--- src/rtl/fw_iso_pkg.sv ---
package fw_iso_pkg;

  // ==========================================================
  // Structure
  localparam int NUM_HDR = 2;
  localparam int NUM_ACH = 4;
  localparam int NUM_DCH = 2;
  localparam int PRESS_W = 12;

  // ==========================================================
  // Timing
  localparam int CLK_HZ = 20_000_000;
  localparam int RATE_WINDOW_MS = 100;
  localparam int RATE_CYCLES = RATE_WINDOW_MS * (CLK_HZ / 1000);
  localparam int RATE_CNT_W = 21;

  // ==========================================================
  // Register map (byte addresses)
  localparam int ADDR_W = 5;
  localparam logic [ADDR_W-1:0] OFS_CTRL = 5'h00;
  localparam logic [ADDR_W-1:0] OFS_BYPASS = 5'h04;
  localparam logic [ADDR_W-1:0] OFS_LOW_SP = 5'h08;
  localparam logic [ADDR_W-1:0] OFS_RATE_SP = 5'h0c;
  localparam logic [ADDR_W-1:0] OFS_STATUS = 5'h10;
  localparam logic [ADDR_W-1:0] OFS_TRIPS = 5'h14;

  // Field positions
  localparam int CTRL_RESET_BIT = 0;
  localparam int SP_HDR_A_LSB = 0;
  localparam int SP_HDR_B_LSB = 16;
  localparam int ST_ISO_LSB = 0;
  localparam int ST_COND2_LSB = 2;
  localparam int ST_TD_LSB = 4;
  localparam int ST_ANALOG_BIT = 6;
  localparam int ST_TOVR_BIT = 7;
  localparam int ST_MOVR_LSB = 8;
  localparam int TR_LOW_LSB = 0;
  localparam int TR_RATE_LSB = 8;
  localparam int TR_VOTE_LSB = 16;

  // Reset values
  localparam logic [31:0] BYPASS_RST = 32'h0000_0000;
  localparam logic [31:0] LOW_SP_RST = 32'h0400_0400;
  localparam logic [31:0] RATE_SP_RST = 32'h0040_0040;

  // ==========================================================
  // Carriers
  typedef struct packed {
    logic read;
    logic write;
    logic [ADDR_W-1:0] address;
    logic [3:0] byteenable;
    logic [31:0] writedata;
  } avmm_req_t;

  typedef struct packed {
    logic powered;
    logic isolator_in;
    logic [PRESS_W-1:0] pressure;
  } ach_pin_t;

  typedef struct packed {
    logic [NUM_HDR-1:0] enable;
    logic [NUM_HDR-1:0] manual_init;
    logic [NUM_HDR-1:0] prim_present;
    logic [NUM_HDR-1:0] conf_present;
  } dch_pin_t;

endpackage

--- src/rtl/vote_two_of_four.sv ---
`timescale 1ns/1ps
module vote_two_of_four (
  // Clock and reset
  input wire logic i_clk,
  input wire logic i_rst,
  // Votes
  input wire logic [3:0] i_trip,
  input wire logic [3:0] i_bypass,
  input wire logic i_present,
  output logic o_vote
);

  logic [2:0] cnt;
  logic nxt_vote;
  logic vote_ff;

  // ==========================================================
  // Vote
  // A bypassed channel drops out, so 2 of 4 becomes 2 of 3
  always_comb begin
    cnt = 3'h0;
    for (int c = 0; c < 4; c++) begin
      cnt = cnt + {2'h0, i_trip[c] & ~i_bypass[c]};
    end
  end

  // A pulled module simply stops voting
  assign nxt_vote = i_present & (cnt >= 3'h2);

  always_ff @(posedge i_clk or posedge i_rst) begin
    if (i_rst) begin
      vote_ff <= 1'b0;
    end else begin
      vote_ff <= nxt_vote;
    end
  end

  assign o_vote = vote_ff;

  // ==========================================================
  // Checks
  a_two_trips_vote: assert property (@(posedge i_clk) disable iff (i_rst)
    (i_present && i_bypass == 4'h0 && $countones(i_trip) >= 2) |=> o_vote)
    else $error("two unbypassed trips did not vote");
  a_one_trip_quiet: assert property (@(posedge i_clk) disable iff (i_rst)
    ($countones(i_trip & ~i_bypass) <= 1) |=> !o_vote)
    else $error("single trip produced a vote");
  a_removed_silent: assert property (@(posedge i_clk) disable iff (i_rst)
    !i_present |=> !o_vote)
    else $error("removed module voted");

endmodule // vote_two_of_four

--- src/rtl/feedwater_isolation_voter.sv ---
// Function
// - Unpowered analog channel counts as one tripped vote, never isolation alone
// - Trip outputs energize to trip; reset and power loss leave them inactive
// - Pulled isolator without full bypass in both channels forces header isolation
// - Pulled logic module stops voting and leaves the other channel untouched
// - Isolation overrides automatic control and holds until manual control is taken
// - Isolation trips both main feed pumps and closes that header's valves
// - Isolation stops turbine emergency pump and trips aligned motor emergency pump
// - Manual override lets the operator restart emergency pumps during isolation
// - Four analog channels per header feed both digital channels independently
// - Header isolation is the OR of both digital channels
// - Four 2-out-of-4 voting modules per digital channel
// - Per header manual initiation and enable/off; manual drives trips directly
// - Channels enable or disable only by operator switch
// - Per header settable low pressure and depressurization rate setpoints
// - Five alarms: two test/disable, two initiate, one analog trip
// - Low pressure initiation needs primary and confirm of one channel together
// - Primary or confirm alone raises that channel's trouble alarm only
// - Any single analog channel trip lights the analog trip alarm
// - Bypassed analog channel turns the vote into 2 of 3
//
// Local design decisions: the Avalon-MM register port and the address map.
`timescale 1ns/1ps
module feedwater_isolation_voter #(
  parameter int P_RATE_CYCLES = fw_iso_pkg::RATE_CYCLES
) (
  // Clock and reset
  input wire logic i_clk,
  input wire logic i_rst,
  // Avalon-MM slave
  input wire fw_iso_pkg::avmm_req_t i_avm,
  output logic [31:0] o_readdata,
  output logic o_waitrequest,
  // Analog channels, index header*4 + channel
  input wire fw_iso_pkg::ach_pin_t [7:0] i_ach,
  // Digital channel panels
  input wire fw_iso_pkg::dch_pin_t [1:0] i_dch,
  // Plant control state and pump overrides
  input wire logic [1:0] i_manual_mode,
  input wire logic i_turbine_pump_ovr,
  input wire logic [1:0] i_motor_pump_ovr,
  // Actuation
  output logic [1:0] o_main_feed_pump_trip,
  output logic [1:0] o_main_feed_control_valve_close,
  output logic [1:0] o_startup_feed_control_valve_close,
  output logic [1:0] o_block_valve_close,
  output logic o_turbine_emergency_pump_stop,
  output logic [1:0] o_motor_emergency_pump_trip,
  // Annunciators
  output logic [1:0] o_test_disable_alarm,
  output logic [1:0] o_initiate_alarm,
  output logic o_analog_trip_alarm
);

  localparam int PW = fw_iso_pkg::PRESS_W;
  localparam int SW = 8 * $bits(fw_iso_pkg::ach_pin_t) + 2 * $bits(fw_iso_pkg::dch_pin_t) + 5;
  localparam int CW = fw_iso_pkg::RATE_CNT_W;
  localparam int WIN_LAST_I = P_RATE_CYCLES - 1;
  localparam logic [CW-1:0] WIN_LAST = WIN_LAST_I[CW-1:0];

  // ==========================================================
  // Pin synchronisers
  // Pressure words are accepted bit by bit; a torn word lasts one cycle at most
  logic [SW-1:0] pin_raw;
  logic [SW-1:0] s1_ff;
  logic [SW-1:0] s2_ff;
  logic [SW-1:0] s3_ff;
  logic [SW-1:0] stable_ff;
  logic [SW-1:0] nxt_stable;

  assign pin_raw = {i_ach, i_dch, i_manual_mode, i_turbine_pump_ovr, i_motor_pump_ovr};

  genvar gi;
  generate
    for (gi = 0; gi < SW; gi++) begin : g_sync
      assign nxt_stable[gi] = (s2_ff[gi] == s3_ff[gi]) ? s3_ff[gi] : stable_ff[gi];
    end
  endgenerate

  always_ff @(posedge i_clk or posedge i_rst) begin
    if (i_rst) begin
      s1_ff <= '0;
      s2_ff <= '0;
      s3_ff <= '0;
      stable_ff <= '0;
    end else begin
      s1_ff <= pin_raw;
      s2_ff <= s1_ff;
      s3_ff <= s2_ff;
      stable_ff <= nxt_stable;
    end
  end

  fw_iso_pkg::ach_pin_t [7:0] ach_s;
  fw_iso_pkg::dch_pin_t [1:0] dch_s;
  logic [1:0] man_s;
  logic tovr_s;
  logic [1:0] movr_s;

  assign {ach_s, dch_s, man_s, tovr_s, movr_s} = stable_ff;

  // ==========================================================
  // Register bus
  logic wait_ff;
  logic [31:0] readdata_ff;
  logic [31:0] bypass_ff;
  logic [31:0] low_sp_ff;
  logic [31:0] rate_sp_ff;
  logic [31:0] status_w;
  logic [31:0] trips_w;
  logic [31:0] rd_mux;
  wire req = i_avm.read | i_avm.write;
  wire take = req & ~wait_ff;
  wire wr_take = take & i_avm.write;
  wire sel_ctrl = i_avm.address == fw_iso_pkg::OFS_CTRL;
  wire sel_byp = i_avm.address == fw_iso_pkg::OFS_BYPASS;
  wire sel_low = i_avm.address == fw_iso_pkg::OFS_LOW_SP;
  wire sel_rate = i_avm.address == fw_iso_pkg::OFS_RATE_SP;
  wire sel_stat = i_avm.address == fw_iso_pkg::OFS_STATUS;
  wire sel_trip = i_avm.address == fw_iso_pkg::OFS_TRIPS;
  wire reset_req = wr_take & sel_ctrl & i_avm.byteenable[0]
                   & i_avm.writedata[fw_iso_pkg::CTRL_RESET_BIT];

  function automatic logic [31:0] be_merge(input logic [31:0] old, input logic [31:0] wd,
                                           input logic [3:0] be);
    logic [31:0] r;
    r = old;
    for (int b = 0; b < 4; b++) begin
      if (be[b]) begin
        r[b*8 +: 8] = wd[b*8 +: 8];
      end
    end
    return r;
  endfunction

  // Unmapped addresses read as zero
  assign rd_mux = sel_byp ? bypass_ff :
                  sel_low ? low_sp_ff :
                  sel_rate ? rate_sp_ff :
                  sel_stat ? status_w :
                  sel_trip ? trips_w : 32'h0000_0000;

  // One wait state: answer lands in the cycle after the request is seen
  always_ff @(posedge i_clk or posedge i_rst) begin
    if (i_rst) begin
      wait_ff <= 1'b1;
      readdata_ff <= 32'h0000_0000;
    end else begin
      wait_ff <= ~(req & wait_ff);
      readdata_ff <= (req & wait_ff) ? rd_mux : readdata_ff;
    end
  end

  always_ff @(posedge i_clk or posedge i_rst) begin
    if (i_rst) begin
      bypass_ff <= fw_iso_pkg::BYPASS_RST;
      low_sp_ff <= fw_iso_pkg::LOW_SP_RST;
      rate_sp_ff <= fw_iso_pkg::RATE_SP_RST;
    end else begin
      bypass_ff <= (wr_take & sel_byp) ? be_merge(bypass_ff, i_avm.writedata, i_avm.byteenable)
                                       : bypass_ff;
      low_sp_ff <= (wr_take & sel_low) ? be_merge(low_sp_ff, i_avm.writedata, i_avm.byteenable)
                                       : low_sp_ff;
      rate_sp_ff <= (wr_take & sel_rate) ? be_merge(rate_sp_ff, i_avm.writedata,
                                                    i_avm.byteenable) : rate_sp_ff;
    end
  end

  // ==========================================================
  // Analog channel trips
  logic [1:0][PW-1:0] low_sp;
  logic [1:0][PW-1:0] rate_sp;
  logic [1:0][3:0][PW-1:0] prev_ff;
  logic [1:0][3:0] trip_w;
  logic [1:0][3:0] rate_w;
  logic [1:0][3:0] iso_in;
  logic [CW-1:0] win_ff;
  wire win_tick = win_ff == WIN_LAST;

  assign low_sp[0] = low_sp_ff[fw_iso_pkg::SP_HDR_A_LSB +: PW];
  assign low_sp[1] = low_sp_ff[fw_iso_pkg::SP_HDR_B_LSB +: PW];
  assign rate_sp[0] = rate_sp_ff[fw_iso_pkg::SP_HDR_A_LSB +: PW];
  assign rate_sp[1] = rate_sp_ff[fw_iso_pkg::SP_HDR_B_LSB +: PW];

  genvar gh, gc, gd, gp;
  generate
    for (gh = 0; gh < 2; gh++) begin : g_hdr
      for (gc = 0; gc < 4; gc++) begin : g_ach
        // A dead channel reads as tripped, which is one vote of four
        assign trip_w[gh][gc] = ~ach_s[gh*4+gc].powered
                                | (ach_s[gh*4+gc].pressure < low_sp[gh]);
        assign rate_w[gh][gc] = (prev_ff[gh][gc] > ach_s[gh*4+gc].pressure)
                                & ((prev_ff[gh][gc] - ach_s[gh*4+gc].pressure) > rate_sp[gh]);
        assign iso_in[gh][gc] = ach_s[gh*4+gc].isolator_in;
      end
    end
  endgenerate

  always_ff @(posedge i_clk or posedge i_rst) begin
    if (i_rst) begin
      win_ff <= '0;
      prev_ff <= '0;
    end else begin
      win_ff <= win_tick ? '0 : win_ff + 1'b1;
      for (int k = 0; k < 8; k++) begin
        prev_ff[k/4][k%4] <= win_tick ? ach_s[k].pressure : prev_ff[k/4][k%4];
      end
    end
  end

  // ==========================================================
  // Digital channels: channel, header, path (0 primary, 1 confirm)
  logic [1:0][1:0][1:0][3:0] byp;
  logic [1:0][1:0][1:0] vote;
  logic [1:0][3:0] full_byp;
  logic [1:0] remove_fault;
  logic [1:0][1:0] en;
  logic [1:0][1:0] auto_dem;
  logic [1:0][1:0] dem;
  logic [1:0][1:0] mismatch;
  logic [1:0][1:0] present;

  assign byp = bypass_ff;

  generate
    for (gh = 0; gh < 2; gh++) begin : g_rm
      for (gc = 0; gc < 4; gc++) begin : g_fb
        assign full_byp[gh][gc] = byp[0][gh][0][gc] & byp[0][gh][1][gc]
                                  & byp[1][gh][0][gc] & byp[1][gh][1][gc];
      end
      assign remove_fault[gh] = |(~iso_in[gh] & ~full_byp[gh]);
    end
    for (gd = 0; gd < 2; gd++) begin : g_dch
      for (gh = 0; gh < 2; gh++) begin : g_dh
        for (gp = 0; gp < 2; gp++) begin : g_path
          vote_two_of_four u_vote (
            .i_clk(i_clk),
            .i_rst(i_rst),
            .i_trip(trip_w[gh]),
            .i_bypass(byp[gd][gh][gp]),
            .i_present(gp == 0 ? dch_s[gd].prim_present[gh] : dch_s[gd].conf_present[gh]),
            .o_vote(vote[gd][gh][gp])
          );
        end
        // Enable follows the operator switch only
        assign en[gd][gh] = dch_s[gd].enable[gh];
        assign present[gd][gh] = dch_s[gd].prim_present[gh] & dch_s[gd].conf_present[gh];
        assign auto_dem[gd][gh] = en[gd][gh]
                                  & ((vote[gd][gh][0] & vote[gd][gh][1])
                                     | remove_fault[gh]);
        assign dem[gd][gh] = auto_dem[gd][gh] | dch_s[gd].manual_init[gh];
        assign mismatch[gd][gh] = en[gd][gh] & (vote[gd][gh][0] ^ vote[gd][gh][1]);
      end
    end
  endgenerate

  // ==========================================================
  // Isolation latch and actuation
  logic [1:0] iso_ff;
  logic [1:0] cond2_ff;
  logic tovr_ff;
  logic [1:0] movr_ff;
  logic [1:0] nxt_iso;
  logic [1:0] nxt_cond2;
  logic nxt_tovr;
  logic [1:0] nxt_movr;
  logic [1:0] hdr_dem;
  logic [1:0] clear;
  logic [1:0] td_alarm;

  assign hdr_dem = dem[0] | dem[1];
  // Reset is honoured only for a header whose systems are already in manual
  assign clear = {2{reset_req}} & man_s;
  assign nxt_iso = hdr_dem | (iso_ff & ~clear);
  assign nxt_cond2 = (hdr_dem & {|rate_w[1], |rate_w[0]}) | (cond2_ff & ~clear);
  // Overrides persist for the life of the isolation so a restarted pump stays running
  assign nxt_tovr = (|nxt_iso) & (tovr_s | tovr_ff);
  assign nxt_movr = nxt_iso & (movr_s | movr_ff);
  assign td_alarm[0] = |(~en[0] | mismatch[0] | ~present[0]);
  assign td_alarm[1] = |(~en[1] | mismatch[1] | ~present[1]);

  always_ff @(posedge i_clk or posedge i_rst) begin
    if (i_rst) begin
      iso_ff <= 2'h0;
      cond2_ff <= 2'h0;
      tovr_ff <= 1'b0;
      movr_ff <= 2'h0;
    end else begin
      iso_ff <= nxt_iso;
      cond2_ff <= nxt_cond2;
      tovr_ff <= nxt_tovr;
      movr_ff <= nxt_movr;
    end
  end

  // Energize to trip: every output rests low
  always_ff @(posedge i_clk or posedge i_rst) begin
    if (i_rst) begin
      o_main_feed_pump_trip <= 2'h0;
      o_main_feed_control_valve_close <= 2'h0;
      o_startup_feed_control_valve_close <= 2'h0;
      o_block_valve_close <= 2'h0;
      o_turbine_emergency_pump_stop <= 1'b0;
      o_motor_emergency_pump_trip <= 2'h0;
      o_test_disable_alarm <= 2'h0;
      o_initiate_alarm <= 2'h0;
      o_analog_trip_alarm <= 1'b0;
    end else begin
      o_main_feed_pump_trip <= {2{|nxt_iso}};
      o_main_feed_control_valve_close <= nxt_iso;
      o_startup_feed_control_valve_close <= nxt_iso;
      o_block_valve_close <= nxt_iso;
      o_turbine_emergency_pump_stop <= (|nxt_iso) & ~nxt_tovr;
      o_motor_emergency_pump_trip <= nxt_iso & ~nxt_movr;
      o_test_disable_alarm <= td_alarm;
      o_initiate_alarm <= nxt_iso;
      o_analog_trip_alarm <= |trip_w;
    end
  end

  assign o_readdata = readdata_ff;
  assign o_waitrequest = wait_ff;

  // ==========================================================
  // Status views
  always_comb begin
    status_w = 32'h0000_0000;
    status_w[fw_iso_pkg::ST_ISO_LSB +: 2] = iso_ff;
    status_w[fw_iso_pkg::ST_COND2_LSB +: 2] = cond2_ff;
    status_w[fw_iso_pkg::ST_TD_LSB +: 2] = td_alarm;
    status_w[fw_iso_pkg::ST_ANALOG_BIT] = |trip_w;
    status_w[fw_iso_pkg::ST_TOVR_BIT] = tovr_ff;
    status_w[fw_iso_pkg::ST_MOVR_LSB +: 2] = movr_ff;
    trips_w = 32'h0000_0000;
    trips_w[fw_iso_pkg::TR_LOW_LSB +: 8] = trip_w;
    trips_w[fw_iso_pkg::TR_RATE_LSB +: 8] = rate_w;
    trips_w[fw_iso_pkg::TR_VOTE_LSB +: 8] = vote;
  end

  // ==========================================================
  // Checks
  a_either_channel_isolates: assert property (@(posedge i_clk) disable iff (i_rst)
    hdr_dem[0] |=> o_main_feed_control_valve_close[0] && o_main_feed_pump_trip == 2'h3)
    else $error("header A demand did not isolate");
  a_latch_holds: assert property (@(posedge i_clk) disable iff (i_rst)
    (iso_ff[1] && !clear[1]) |=> iso_ff[1] && o_startup_feed_control_valve_close[1])
    else $error("header B isolation dropped without reset");
  a_reset_needs_manual: assert property (@(posedge i_clk) disable iff (i_rst)
    $fell(iso_ff[0]) |-> $past(man_s[0]) && $past(reset_req))
    else $error("isolation cleared without manual mode");
  a_disabled_quiet: assert property (@(posedge i_clk) disable iff (i_rst)
    (!en[0][0] && !en[1][0] && dch_s[0].manual_init[0] == 1'b0
     && dch_s[1].manual_init[0] == 1'b0) |-> !hdr_dem[0])
    else $error("disabled channels demanded isolation");
  a_single_path_alarm: assert property (@(posedge i_clk) disable iff (i_rst)
    mismatch[1][0] |=> o_test_disable_alarm[1])
    else $error("trouble alarm missing");
  a_pump_override: assert property (@(posedge i_clk) disable iff (i_rst)
    (iso_ff[0] && movr_s[0]) |=> !o_motor_emergency_pump_trip[0])
    else $error("motor pump override ignored");
  a_motor_trip: assert property (@(posedge i_clk) disable iff (i_rst)
    (iso_ff[1] && !clear[1] && !movr_ff[1] && !movr_s[1]) |=> o_motor_emergency_pump_trip[1])
    else $error("motor pump not tripped");
  a_bus_one_wait: assert property (@(posedge i_clk) disable iff (i_rst)
    (req && wait_ff) |=> !o_waitrequest ##1 o_waitrequest)
    else $error("bus answer not one wait state");
  a_analog_alarm: assert property (@(posedge i_clk) disable iff (i_rst)
    (trip_w[1] != 4'h0) |=> o_analog_trip_alarm)
    else $error("analog trip alarm missing");

  c_isolate_a: cover property (@(posedge i_clk) disable iff (i_rst) $rose(iso_ff[0]));
  c_reset_done: cover property (@(posedge i_clk) disable iff (i_rst) $fell(iso_ff[1]));
  c_bypass_vote: cover property (@(posedge i_clk) disable iff (i_rst)
    (byp[0][0][0] != 4'h0) && vote[0][0][0]);
  c_override: cover property (@(posedge i_clk) disable iff (i_rst) tovr_ff);

endmodule // feedwater_isolation_voter

--- config.mk ---
export PLATFORM = sky130hd
export DESIGN_NAME = feedwater_isolation_voter
export DESIGN_NICKNAME = d
export VERILOG_FILES = /design/src/rtl/fw_iso_pkg.sv /design/src/rtl/vote_two_of_four.sv /design/src/rtl/feedwater_isolation_voter.sv
export SDC_FILE = /design/constraint.sdc
export NUM_CORES = 2
export LEC_CHECK = 0
export BUFFER_PORTS_ARGS = -buffer_cell sky130_fd_sc_hd__buf_2
export CORE_MARGIN = 4
export CORE_UTILIZATION = 61
export DETAILED_ROUTE_END_ITERATION = 8
export PLACE_DENSITY = 0.8
export SLEW_MARGIN = 20
export SYNTH_ARGS = -nofsm -noshare
export SYNTH_HDL_FRONTEND = slang
export SYNTH_SLANG_ARGS = --single-unit
--- constraint.sdc ---
create_clock -name i_clk -period 24.9 [get_ports i_clk]
set_input_delay 0 -clock i_clk [delete_from_list [all_inputs] [get_ports i_clk]]
set_output_delay 0 -clock i_clk [all_outputs]
set_load 0.05 [all_outputs]
==> flow_metrics.tcl <==
set metrics [dict create \
    status "finished, final reports clean" \
    timing.rr.end "o_readdata[11]" \
    drc 0 \
    peakVddDrop_v 0.00006060 \
    setup_viol 0 \
    synthToLayoutAreaGrowth_pct 20.46 \
    met3_length_um 5870 \
    firstDrtPassIters 7 \
    final-seq-area_um2 20030 \
    clk_pin_slew_ns 0.06 \
    cellPowerDensity_nw_per_um2 74.57 \
    clock_latency_ns 0.64 \
    yosys_register_bits 800 \
    ys_seq_area_frac 0.5759 \
    start_util 0.6167 \
    max-cap-violations 0 \
    cts_tree "built" \
    grt_pass1_vias 25930 \
    cts_resized 0 \
    end_kind "register" \
    drt-vias-per-instance 5.868 \
    fmax_mhz 217.1 \
    drive_gt1_frac 0.1645 \
    grt_max_degree 148 \
    clockBufferDepth 3 \
    drt-met1-wl_um 34900 \
    top_layer "met5" \
    final_common_cell "dfrtp_1" \
    multi_input_area_um2 13780 \
    dp_hpwl_um 61150 \
    core_um2 56390 \
    fillers 3625 \
    cts_setup_buffers 0 \
    crit_required_ns 25.47 \
    fin_worst_skew_ns 0.03272 \
    slew_headroom 0.2286 \
    yosysWarnings 0 \
    dieArea_um2 60890 \
    fin_crit_sh 0.1849 \
    grt_pass1_wl_um 144000 \
    port_buffers 226 \
    finalPower_w 0.003124 \
    syn_area_um2 34770 \
    die_y_um 246.8 \
    tightest_slew_ns 1.155 \
    wl_per_cell_um 22.42 \
    crit_arrival_ns 5.17 \
    dp_slack_ns 20.56 \
    num_rows 87 \
    grt_use_total 0.3081 \
    reg2reg_depth 18 \
    synth_edf_count 0 \
    worstHoldStart "i_dch[6]" \
    drt-initial-drc-count 1639 \
    place_congestion 0.9298 \
    avgSynthCellArea_um2 12.69 \
    gr-total-overflow 0 \
    fin_ws_ns 20.29 \
    leakage_nw 19.74 \
    grt_setup_unrepaired "no" \
    syn_nets 3227 \
    via_count 24020 \
    r2r_slack_ns 20.29 \
    start_kind "register" \
    hold_class "input pin to register" \
    io_pins 227 \
    finalCriticalPeriod_ns 4.605 \
    final_nets 3752 \
    hold_path_end "s1_ff[11]" \
    wl_um 91800 \
    synthFlopType "dfrtp_1" \
    cts_root_buffer "clkbuf_16" \
    die_w_um 246.8 \
    setup-tns-final_ns 0 \
    synth_cells 2740 \
    hold_depth 2 \
    drv_slew 0 \
    ant_nets 0 \
    antenna_found_initial 13 \
    clock_sinks 800 \
    final_cell_mix "dfrtp_1 (795), ha_1 (301), dlygate4sd3_1 (244), buf_2 (226), nor2_1 (186)" \
    dr_wl_met2_um 44840 \
    cts_made_buffers 81 \
    hold_violations 0 \
    worstPathMaxFanout 5 \
    reg2reg_from "stable_ff[64]" \
    synth_cell_type_count 83 \
    cts_hold_buf 244 \
    h-tree-depth 3 \
    ys_async_sr_fraction 1.000 \
    criticalPathCategory "register to register" \
]
## how the worst max path moves through the flow
stage	startpoint	end	slack [ns]
floorplan	i_rst	byp[0]	2.44
global placement	stable_ff[106]	cond2_ff[1]	20.81
detailed placement	stable_ff[36]	o_readdata[9]	20.56
CTS	stable_ff[63]	o_readdata[11]	20.46
global route	stable_ff[64]	o_readdata[11]	20.06
finish	stable_ff[64]	o_readdata[11]	20.29
## cells in the mapped netlist (all sizes together), types with 36 or more instances
cell   number  area share
a21o       39      0.0084
a21oi      81       0.012
dfrtp     795        0.57
ha        301        0.11
inv       184       0.020
maj3      133       0.038
mux2      182       0.059
nand2     118       0.013
nand4      45      0.0081
nor2      187       0.020
nor2b      36      0.0065
nor3       45      0.0065
o21ai     128       0.019
xnor2      66       0.017
## critical path, stage by stage (launching register included)
cell	delay, ns
dfrtp_1	0.48
inv_1	0.07
ha_1	0.31
nor2b_1	0.13
o21ai_0	0.21
a21boi_1	0.15
o211a_1	0.27
o21a_1	0.19
o21a_1	0.18
o41ai_1	0.35
xnor2_1	0.17
ha_1	0.26
nand4_1	0.12
nor4_1	0.08
a211oi_1	0.21
o211ai_1	0.24
or2_2	0.35
a31oi_1	0.20
dlygate4sd3_1	0.59
## power breakdown
| part | leakage [nW] | internal, W | switching (W) |
|---|---|---|---|
| Sequential | 9.79 | 0.00138 | 0.0000743 |
| Clock | 1.33 | 0.000711 | 0.000524 |
| Combinational | 8.62 | 0.000183 | 0.000252 |
| Total | 19.7 | 0.00227 | 0.000850 |
## per-layer routing
layer | track usage | vias to the layer above
met5 | 0 | -
li1 | - | 10810
met2 | 0.5162 | 917
met1 | 0.3763 | 11940
met3 | 0.06213 | 347
met4 | 0.1719 | 14
## cell families after synthesis
| group | after synthesis | share of synthesized area |
|---|---|---|
| AOI/OAI and AO/OA | 441 | 0.08506 |
| xor gates and xnor gates | 85 | 0.02141 |
| adders and majority gates | 442 | 0.1512 |
| buffers and inverters | 230 | 0.02853 |
| DFF | 800 | 0.5759 |
| muxes | 183 | 0.05922 |
| and+or+nand+nor | 559 | 0.07872 |
## layout make-up
class | count | area share
antenna | 6 | 0.0003584
multi-input combinational | 1710 | 0.3289
inverter | 184 | 0.01667
tap | 756 | 0.02258
timing repair buffer | 488 | 0.08880
sequential | 800 | 0.4781
clock inverter | 44 | 0.01159
clock buffer | 106 | 0.05305
## stage by stage
| step | area [µm²] | cells | utilization | hold slack, ns |
|---|---|---|---|---|
| after CTS | 41860 | 4088 | 0.7424 | 0.00004746 |
| final | 41890 | 4094 | 0.7429 | 0.009129 |
| after detailed placement | 36710 | 3694 | 0.6511 | 0.1093 |
| after global placement | 36710 | 3694 | 0.6511 | 0.1073 |
| after global routing | 41880 | 4091 | 0.7428 | 0.0004774 |
| after floorplan | 34770 | 2740 | - | 0.03143 |
## registers in the layout, summed over array words and instances, names as in the netlist, 8 cells and up
name,flops
byp,32
g_dch.g_dh.g_path.u_vote.o_vote,8
low_sp_ff,32
o_readdata,32
prev_ff,96
rate_sp_ff,32
s1_ff,133
s2_ff,133
s3_ff,133
stable_ff,133
win_ff,21
Note: power is estimated with default switching activity, not from simulation.
